--- config.mk ---
export PLATFORM = sky130hd
export DESIGN_NAME = drpd_ctrl
export DESIGN_NICKNAME = d
export VERILOG_FILES = /design/src/drpd_pkg.sv /design/src/drpd_ctrl.sv /design/src/drpd_timer.sv
export VERILOG_INCLUDE_DIRS = /design/src /design/src/src
export SDC_FILE = /design/constraint.sdc
export NUM_CORES = 1
export LEC_CHECK = 0
export ABC_AREA = 1
export BUFFER_PORTS_ARGS = -buffer_cell sky130_fd_sc_hd__buf_2
export CAP_MARGIN = 10
export CORE_MARGIN = 5
export CORE_UTILIZATION = 60
export CTS_CLUSTER_SIZE = 14
export DETAILED_ROUTE_END_ITERATION = 10
export PLACE_DENSITY = 0.79
export SKIP_LAST_GASP = 1
export SLEW_MARGIN = 5
export SYNTH_ARGS = -nofsm -noshare
export SYNTH_HDL_FRONTEND = slang
export SYNTH_SLANG_ARGS = --single-unit
--- constraint.sdc ---
create_clock -name clk -period 2.5 [get_ports clk]
set_input_delay 0.375 -clock clk [delete_from_list [all_inputs] [get_ports clk]]
set_output_delay 0.375 -clock clk [all_outputs]
set_load 0.01 [all_outputs]
--- src/drpd_map.svh ---
// Constants of the refresh and power-down sequencer: command codes, limits, timing counts.
// Assumes a 25 MHz controller clock that is also the memory clock, so one cycle is one nCK.
// Behaviour
// - Refresh only after all banks precharged and idle
// - Only NO_OPERATION or deselect during refresh cycle time
// - At most eight refreshes postponed
// - At most eight refreshes pulled in
// - Postponed refreshes done before self-refresh entry (a tick in the entry cycle still adds one that is not paid)
// - Self-refresh entry is refresh with clock enable low
// - Banks idle and termination off before self-refresh
// - No DLL-needing command for 512 cycles after exit
// - Minimum stay, clock stop and restart margins
// - Exit with NO_OPERATION, only NOPs until exit delay
// - Clock enable high, termination off through DLL delay
// - No power-down during busy operations
// - NOPs through power-down entry delay
// - Keep bit chooses slow or fast exit
// - Clock enable pulse minimum, bounded power-down stay
`ifndef DRPD_MAP_SVH
`define DRPD_MAP_SVH

`define DRPD_CLK_PS 40000
`define DRPD_CYC_UP(ps) (((ps) + `DRPD_CLK_PS - 1) / `DRPD_CLK_PS)

// Command codes as {csN, rasN, casN, weN}
`define DRPD_CMD_NOP 4'h7
`define DRPD_CMD_DES 4'hF
`define DRPD_CMD_REF 4'h1

`define DRPD_DEBT_MAX 5'sh08
`define DRPD_DEBT_MIN 5'sh18
`define DRPD_DEBT_ZERO 5'sh00
`define DRPD_TMR_W 10

// Average interval rounds down so the schedule never runs late
`define DRPD_AVG_REFRESH_INTERVAL_PS 7800000
`define DRPD_AVG_REFRESH_INTERVAL_CYC (`DRPD_AVG_REFRESH_INTERVAL_PS / `DRPD_CLK_PS)
`define DRPD_REFRESH_CYCLE_TIME_PS 110000
`define DRPD_REFRESH_CYCLE_TIME_CYC `DRPD_CYC_UP(`DRPD_REFRESH_CYCLE_TIME_PS)
`define DRPD_TRP_PS 13750
`define DRPD_TRP_CYC `DRPD_CYC_UP(`DRPD_TRP_PS)
`define DRPD_TXS_PS 120000
`define DRPD_TXS_CYC `DRPD_CYC_UP(`DRPD_TXS_PS)
`define DRPD_SR_EXIT_DLL_DELAY_CYC 512
`define DRPD_MIN_CLOCK_ENABLE_PULSE_PS 5000
`define DRPD_MIN_CLOCK_ENABLE_PULSE_CYC `DRPD_CYC_UP(`DRPD_MIN_CLOCK_ENABLE_PULSE_PS)
`define DRPD_SR_ENTRY_CLOCK_HOLD_PS 10000
`define DRPD_SR_ENTRY_CLOCK_HOLD_CYC `DRPD_CYC_UP(`DRPD_SR_ENTRY_CLOCK_HOLD_PS)
`define DRPD_SR_EXIT_CLOCK_SETUP_PS 10000
`define DRPD_SR_EXIT_CLOCK_SETUP_CYC `DRPD_CYC_UP(`DRPD_SR_EXIT_CLOCK_SETUP_PS)
`define DRPD_TXP_PS 6000
`define DRPD_TXP_CYC `DRPD_CYC_UP(`DRPD_TXP_PS)
`define DRPD_PD_EXIT_DLL_DELAY_PS 24000
`define DRPD_PD_EXIT_DLL_DELAY_CYC `DRPD_CYC_UP(`DRPD_PD_EXIT_DLL_DELAY_PS)
`define DRPD_PD_ENTRY_CMD_DELAY_CYC 1
// Termination latency plus half a cycle, rounded up to whole cycles
`define DRPD_ODTL_CYC 4
`define DRPD_ODT_OFF_CYC (`DRPD_ODTL_CYC + 1)

`endif

--- src/drpd_pkg.sv ---
// Types of the refresh and power-down sequencer.
// Constants live in drpd_map.svh; this package holds only types.
package drpd_pkg;

    typedef enum logic [3:0] {
        IDLE = 4'h0,
        REF_WAIT = 4'h1,
        SR_PREP = 4'h2,
        SR = 4'h3,
        SR_WAKE = 4'h4,
        SR_EXIT = 4'h5,
        SR_DLL = 4'h6,
        PD_ENTRY = 4'h7,
        PD = 4'h8,
        PD_EXIT = 4'h9
    } drpd_state_type;

    typedef struct packed {
        logic [3:0] cmd;
        logic cke;
        logic termination_control;
        logic resetN;
    } drpd_pins_type;

    typedef struct packed {
        logic cmdValid;
        logic [3:0] cmd;
        logic cmdNeedsDll;
        logic odtReq;
        logic refReq;
        logic srEnterReq;
        logic srExitReq;
        logic pdEnterReq;
        logic pdExitReq;
        logic banksIdle;
        logic busyOp;
        logic dllKeep;
        logic dramRst;
    } drpd_user_type;

    typedef struct packed {
        logic cmdTaken;
        logic refAck;
        logic refUrgent;
        logic inSelfRefresh;
        logic inPowerDown;
        logic clkStopOk;
        logic dllReady;
        logic signed [4:0] debt;
    } drpd_status_type;

    typedef struct packed {
        logic [9:0] cnt;
    } drpd_timer_state_type;

endpackage

--- src/drpd_ctrl.sv ---
// Host-side refresh, self-refresh and power-down sequencer driving the memory command pins.
// The user side shares clk; the user owns bank state and tells us when banks are idle or busy.
`timescale 1ns/1ps
`include "drpd_map.svh"
module drpd_ctrl (
    input wire logic clk,
    input wire logic rst_n,
    input drpd_pkg::drpd_user_type user,
    output drpd_pkg::drpd_pins_type pins,
    output drpd_pkg::drpd_status_type status
);
    typedef struct packed {
        drpd_pkg::drpd_state_type st;
        logic signed [4:0] debt;
        logic [3:0] preCnt;
        logic slowExit;
        logic [9:0] lowCnt;
        drpd_pkg::drpd_pins_type pins;
        drpd_pkg::drpd_status_type stat;
    } drpd_regs_type;

    logic [1:0] rstSync;
    logic rstLocalN;
    drpd_regs_type q, d;
    logic tick, tickLoad, waitZero, load;
    logic [9:0] loadVal;
    logic prechOk, urgent, refGo, inc, userPass;

    // Reset enters asynchronously, releases through two flops
    always_ff @(posedge clk or negedge rst_n) begin
        if (!rst_n) begin
            rstSync <= 2'h0;
        end else begin
            rstSync <= {rstSync[0], 1'b1};
        end
    end
    assign rstLocalN = rstSync[1];

    assign tickLoad = tick;
    drpd_timer u_tick (
        .clk(clk),
        .rstN(rstLocalN),
        .load(tickLoad),
        .loadVal(10'(`DRPD_AVG_REFRESH_INTERVAL_CYC - 1)),
        .zero(tick)
    );

    drpd_timer u_wait (
        .clk(clk),
        .rstN(rstLocalN),
        .load(load),
        .loadVal(loadVal),
        .zero(waitZero)
    );

    always_comb begin
        d = q;
        load = 1'b0;
        loadVal = 10'h000;
        refGo = 1'b0;
        userPass = 1'b0;
        d.pins.cmd = `DRPD_CMD_NOP;
        d.pins.resetN = 1'b1;
        d.stat.cmdTaken = 1'b0;
        d.stat.refAck = 1'b0;
        // Banks must sit idle a full precharge time before a refresh
        d.preCnt = !user.banksIdle ? 4'h0 : (q.preCnt < 4'(`DRPD_TRP_CYC) ? q.preCnt + 4'h1 : q.preCnt);
        prechOk = user.banksIdle && (q.preCnt >= 4'(`DRPD_TRP_CYC));
        urgent = (q.debt >= `DRPD_DEBT_MAX);
        unique case (q.st)
            drpd_pkg::IDLE: begin
                d.pins.cke = 1'b1;
                d.pins.termination_control = user.odtReq;
                if (urgent && prechOk) begin
                    refGo = 1'b1;
                end else if (user.srEnterReq && prechOk && q.debt <= `DRPD_DEBT_ZERO) begin
                    d.st = drpd_pkg::SR_PREP;
                    d.pins.termination_control = 1'b0;
                    load = 1'b1;
                    loadVal = 10'(`DRPD_ODT_OFF_CYC - 1);
                end else if (prechOk && ((q.debt > `DRPD_DEBT_ZERO && (!user.cmdValid || user.srEnterReq))
                             || (user.refReq && q.debt > `DRPD_DEBT_MIN))) begin
                    refGo = 1'b1;
                end else if (user.pdEnterReq && !user.busyOp && !urgent) begin
                    d.st = drpd_pkg::PD_ENTRY;
                    d.pins.cke = 1'b0;
                    d.slowExit = user.banksIdle && !user.dllKeep;
                    load = 1'b1;
                    loadVal = 10'(`DRPD_PD_ENTRY_CMD_DELAY_CYC - 1);
                end else if (user.cmdValid && !urgent) begin
                    userPass = 1'b1;
                end
                if (refGo) begin
                    d.pins.cmd = `DRPD_CMD_REF;
                    d.st = drpd_pkg::REF_WAIT;
                    d.stat.refAck = 1'b1;
                    load = 1'b1;
                    loadVal = 10'(`DRPD_REFRESH_CYCLE_TIME_CYC - 1);
                end
            end
            drpd_pkg::REF_WAIT: begin
                if (waitZero) begin
                    d.st = drpd_pkg::IDLE;
                end
            end
            drpd_pkg::SR_PREP: begin
                d.pins.termination_control = 1'b0;
                if (waitZero) begin
                    d.pins.cmd = `DRPD_CMD_REF;
                    d.pins.cke = 1'b0;
                    d.st = drpd_pkg::SR;
                    d.lowCnt = 10'h000;
                end
            end
            drpd_pkg::SR: begin
                // Clock enable stays low until the minimum stay and an exit request
                d.pins.cmd = `DRPD_CMD_DES;
                d.lowCnt = (q.lowCnt == 10'h3FF) ? q.lowCnt : q.lowCnt + 10'h001;
                d.stat.clkStopOk = (q.lowCnt >= 10'(`DRPD_SR_ENTRY_CLOCK_HOLD_CYC));
                if (user.srExitReq && q.lowCnt >= 10'(`DRPD_MIN_CLOCK_ENABLE_PULSE_CYC)) begin
                    d.st = drpd_pkg::SR_WAKE;
                    d.stat.clkStopOk = 1'b0;
                    load = 1'b1;
                    loadVal = 10'(`DRPD_SR_EXIT_CLOCK_SETUP_CYC - 1);
                end
            end
            drpd_pkg::SR_WAKE: begin
                // Clock must run stable for a while before clock enable rises
                d.pins.cmd = `DRPD_CMD_DES;
                if (waitZero) begin
                    d.pins.cmd = `DRPD_CMD_NOP;
                    d.pins.cke = 1'b1;
                    d.st = drpd_pkg::SR_EXIT;
                    load = 1'b1;
                    loadVal = 10'(`DRPD_TXS_CYC - 1);
                end
            end
            drpd_pkg::SR_EXIT: begin
                if (waitZero) begin
                    d.st = drpd_pkg::SR_DLL;
                    load = 1'b1;
                    loadVal = 10'(`DRPD_SR_EXIT_DLL_DELAY_CYC - `DRPD_TXS_CYC - 1);
                end
            end
            drpd_pkg::SR_DLL: begin
                // Only commands that run without a locked DLL; writes wait too
                userPass = user.cmdValid && !user.cmdNeedsDll && !waitZero;
                if (waitZero) begin
                    d.st = drpd_pkg::IDLE;
                end
            end
            drpd_pkg::PD_ENTRY: begin
                if (waitZero) begin
                    d.st = drpd_pkg::PD;
                    d.lowCnt = 10'h000;
                end
            end
            drpd_pkg::PD: begin
                d.pins.cmd = `DRPD_CMD_DES;
                d.lowCnt = (q.lowCnt == 10'h3FF) ? q.lowCnt : q.lowCnt + 10'h001;
                if (q.slowExit) begin
                    d.pins.termination_control = 1'b0;
                end
                // Full debt or a saturated stay counter ends power-down well inside nine intervals
                if ((user.pdExitReq || urgent || q.lowCnt == 10'h3FF) && q.lowCnt >= 10'(`DRPD_MIN_CLOCK_ENABLE_PULSE_CYC)) begin
                    d.pins.cmd = `DRPD_CMD_NOP;
                    d.pins.cke = 1'b1;
                    d.st = drpd_pkg::PD_EXIT;
                    load = 1'b1;
                    loadVal = q.slowExit ? 10'(`DRPD_PD_EXIT_DLL_DELAY_CYC - 1) : 10'(`DRPD_TXP_CYC - 1);
                    if (10'(`DRPD_MIN_CLOCK_ENABLE_PULSE_CYC - 1) > loadVal) begin
                        loadVal = 10'(`DRPD_MIN_CLOCK_ENABLE_PULSE_CYC - 1);
                    end
                end
            end
            drpd_pkg::PD_EXIT: begin
                if (waitZero) begin
                    d.st = drpd_pkg::IDLE;
                end
            end
            default: begin
                d.st = drpd_pkg::IDLE;
            end
        endcase
        if (userPass) begin
            d.pins.cmd = user.cmd;
            d.stat.cmdTaken = 1'b1;
        end
        // Debt rises each interval, falls per refresh; self-refresh pays its own
        // Entry prep counts as self-refresh; a tick in the entry cycle itself still adds debt after the entry check
        inc = tick && !urgent && q.st != drpd_pkg::SR_PREP && q.st != drpd_pkg::SR && q.st != drpd_pkg::SR_WAKE;
        d.debt = q.debt + $signed({4'h0, inc}) - $signed({4'h0, refGo});
        if (user.dramRst) begin
            d.st = drpd_pkg::IDLE;
            d.debt = `DRPD_DEBT_ZERO;
            d.pins.cmd = `DRPD_CMD_DES;
            d.pins.cke = 1'b0;
            d.pins.termination_control = 1'b0;
            d.pins.resetN = 1'b0;
            d.stat.cmdTaken = 1'b0;
            d.stat.refAck = 1'b0;
        end
        d.stat.debt = d.debt;
        d.stat.refUrgent = (d.debt >= `DRPD_DEBT_MAX);
        d.stat.inSelfRefresh = (d.st == drpd_pkg::SR) || (d.st == drpd_pkg::SR_WAKE);
        d.stat.inPowerDown = (d.st == drpd_pkg::PD_ENTRY) || (d.st == drpd_pkg::PD);
        d.stat.dllReady = (d.st == drpd_pkg::IDLE) || (d.st == drpd_pkg::REF_WAIT);
    end

    always_ff @(posedge clk or negedge rstLocalN) begin
        if (!rstLocalN) begin
            q <= '0;
            q.pins.cmd <= `DRPD_CMD_DES;
        end else begin
            q <= d;
        end
    end

    assign pins = q.pins;
    assign status = q.stat;

    logic refNow, sreNow;
    assign refNow = (q.pins.cmd == `DRPD_CMD_REF) && q.pins.cke;
    assign sreNow = (q.pins.cmd == `DRPD_CMD_REF) && !q.pins.cke && (q.st == drpd_pkg::SR);
endmodule // drpd_ctrl

--- src/drpd_timer.sv ---
// Down counter with load; zero reads high once the loaded count has run out.
// Load and value come from logic on the same clock.
`timescale 1ns/1ps
module drpd_timer (
    input wire logic clk,
    input wire logic rstN,
    input wire logic load,
    input wire logic [9:0] loadVal,
    output logic zero
);
    drpd_pkg::drpd_timer_state_type q, d;

    always_comb begin
        d = q;
        if (load) begin
            d.cnt = loadVal;
        end else if (q.cnt != 10'h000) begin
            d.cnt = q.cnt - 10'h001;
        end
    end

    always_ff @(posedge clk or negedge rstN) begin
        if (!rstN) begin
            q <= '0;
        end else begin
            q <= d;
        end
    end

    assign zero = (q.cnt == 10'h000);
endmodule // drpd_timer
==> summary.md <==
| Metric | Value |
|---|---|
| Synthesized flop and latch total | 60 |
| Max Fclk | 358 MHz |
| Die height | 89.2 um |
| Post-layout instance area | 0.00461 mm^2 |
| Violated checks | negative setup slack |
| Synth top area cells | dfrtp_1, nand2_1, inv_1, ha_1, nor2_1 |
| Mapped Area | 0.00377 mm^2 |
| CTS tree | built |
| Antenna cell count | 0 |
| Largest net degree at the start of global routing | 36 |
| Core Area | 0.00603 mm^2 |
| Synth Instances | 479 |
| Seq pwr share | 27.6% |
| Vias | 3446 |
| Combinational Power Share | 54.2% |
| Sequential element share of the synthesized area | 40.0% |
| TritonCTS Buffers | 9 |
| Switching Fraction | 44.1% |
| Die area | 0.00796 mm^2 |
| PortBufs | 36 |
| Slew Limit Headroom | 62.2% |
| Die Wd | 89.2 um |
| Share of the synthesized area in the top cell type | 37.2% |
| Warnings from Yosys | 0 |
| GRT overflow | 0 |
| Placed instance area | 0.00430 mm^2 |
| Most frequent cells in the layout | nand2_1, inv_1, dfrtp_1, nor2_1, buf_4 |
| WP data required | 2.79 ns |
| Status | finished with violations |
| Setup TNS | -0.581 ns |
| CTS clk-pin slew, worst paths | 0.07 ns |
| Pint | 3.03 mW |
| Synth cell types | 42 |
| Core Util, Final | 76.5% |
| Final WL | 9060 um |
| DP HPWL | 6650 um |
| Power Density | 1180 mW/mm^2 |
| Clk_lat worst skew | 0.35 ns |
| Setup violations, final | 2 |
| Critical Path AT | 3.09 ns |
| Final worst slack | -0.294 ns |
| Fin. Hold Viols | 0 |
| Worst IR drop on VDD | 0.000889 V |
| Area Overhead vs Synth | 22.4% |
| Iter 0 DRT Violations | 213 |
| Switching power | 2.39 mW |
| Max Cap Viol | 0 |
| Root buf cell | clkbuf_8 |
| First-pass GRT wire length | 15700 um |
| Detail Route Antenna Nets | 0 |
| Critical path endpoint category | register |
| Total track usage | 25.4% |
| Mean Syn Cell Area | 7.86 um^2 |
| # rows | 28 |
| Clock Skew | 0.00928 ns |
| Most common cell after layout, fill and taps aside | nand2_1 |
| Vias in the first global route | 3538 |
| Avg WL per Cell | 14.3 um |
| Fin nets | 591 |
| Slew @ Worst Pin | 0.566 ns |
| Minimum clock period after layout | 2.79 ns |
| Ratio of cells with drive above 1 in the final layout | 32.0% |
| Initial antenna violation count | 0 |
| I/O pin cnt | 37 |
| RSZ-0062 raised after global routing | true |
| First-pass iteration count of the detailed router | 6 |
| CTS H-tree depth | 3 |
| Kind of critical path | reg2reg |
| Top_reg_cell synth | dfrtp_1 |
| Bufs on Longest Clock Path | 2 |
| Starting Density | 62.5% |
| Clk pwr share | 18.2% |
| Static leakage | 2.38 nW |
| Min-Delay Path Class | in2reg |
| Period utilization | 112% |
| Async S/R FF share, synth | 100% |
| CP startpoint kind | register |
| GPL Wtd Cong | 0.952 |
| Largest fanout on the critical path | 4 |
| Post-synth EDFFs | 0 |
| Drt drc | 0 |
| Top cell type by total area after synthesis | dfrtp_1 |
| Vias/cell | 5.44 |
| Synth Net Count | 516 |
| Max-slew violations | 0 |
| Sink Count | 60 |
synth_stat cells (2+ instances only):
cell	n
nand2_4	4
or2_2	2
nand4_1	7
o21ai_2	2
a21oi_2	2
or2_1	2
xnor2_1	5
inv_1	63
dfstp_2	4
nor3_1	9
o21ai_0	11
buf_4	19
nand3_1	35
dfrtp_1	56
nand2_1	91
a31oi_1	2
inv_2	11
nor4_1	5
o21ai_1	15
o22ai_1	3
nor2_4	5
nor2_1	57
nor2_2	5
nand3_2	3
xor2_1	11
a21oi_1	11
nand2_2	6
ha_1	18
o31ai_1	2
critical path, stage by stage (launching register included):
cell and delay (ns):
dfrtp_1 0.43, ha_2 0.21, inv_2 0.03, nor2_2 0.06, nand2_1 0.05, nand2_1 0.07
nand2_2 0.06, nand2_2 0.07, nand2_2 0.06, nand3_2 0.07, inv_2 0.05, ha_4 0.22
inv_4 0.05, ha_4 0.12, inv_2 0.03, fa_2 0.34, or2_4 0.24, nand2_2 0.07
a21oi_2 0.05, xor2_1 0.14, nor2_1 0.17, buf_4 0.14
area by class of cell:
type | count | area [um^2]
Clock inverter | 7 | 98.8
Tap cell | 75 | 93.8
Fill cell | 442 | 1420
Timing Repair Buffer | 86 | 571
Clock buffer | 9 | 124
Multi-Input combinational cell | 322 | 1920
Inverter | 75 | 289
Sequential cell | 60 | 1510
routing by layer:
layer	GRT usage, %	vias up	wire length, um
met5	0	-	0
met4	8.93	0	179
met3	6.08	24	619
met2	43.1	135	4460
met1	31.5	1624	3800
li1	-	1663	-
power groups by stage:
stage	sequential [mW]	combinational [mW]	clock [mW]
2_1_floorplan	1.46	2.05	0
3_3_place_gp	1.48	2.61	0
3_5_place_dp	1.49	2.73	0
4_1_cts	1.49	2.83	0.995
5_1_grt	1.52	3.31	1.05
6_report	1.49	2.94	0.988
path summary, 6_finish.rpt:
check | slack (ns) | to | startpoint | cells after the start
setup / recovery | -0.29 | status[4] | status[4] | 21
max in group asynchronous | 1.58 | pins[5] | rstSync[1] | 1
setup reg to reg | -0.29 | status[4] | status[4] | 21
min in group asynchronous | 0.27 | u_tick.q[8] | rstSync[1] | 0
hold reg to reg | 0.27 | u_tick.q[8] | rstSync[1] | 0
hold / removal | 0.21 | pins[3] | user[11] | 2
cells by family (layout without fill, tap and decap cells):
| group | count (synthesis) | count (layout) | synth area share [%] |
|---|---|---|---|
| adder cells (fa/ha/maj) | 19 | 19 | 6.51 |
| flip-flops | 60 | 60 | 40.0 |
| other | 1 | 1 | 0.0996 |
| XOR/XNOR | 16 | 16 | 3.72 |
| AO/OA/AOI/OAI | 51 | 51 | 7.94 |
| AND/OR/NAND/NOR | 235 | 235 | 29.8 |
| buffers and inverters | 97 | 177 | 11.9 |
stage by stage:
step                total power [mW]  hold WS [ns]  setup slack (ns)  std cells
finish                          5.42         0.211            -0.294        634
CTS                             5.31         0.210            -0.258        632
detailed placement              4.22         0.163            -0.365        610
global placement                4.09         0.159            -0.232        610
global route                    5.89         0.221            -0.500        634
floorplan                       3.51        0.0794            -0.231        479
registers in the layout, summed over array words and instances, names as in the netlist:
| register | flops |
|---|---|
| pins | 7 |
| q | 19 |
| u_tick.q | 10 |
| u_wait.q | 10 |
| rstSync | 2 |
| status | 12 |
repair_timing:
item	4_1_cts	5_1_grt
gates resized for setup	2	6
buffers inserted	5	2
pin swaps	9	0
endpoints found under the setup margin	2	4
endpoints found under the hold margin	2	0
hold buffers	1	0
Note: power is estimated with default switching activity, not from simulation.
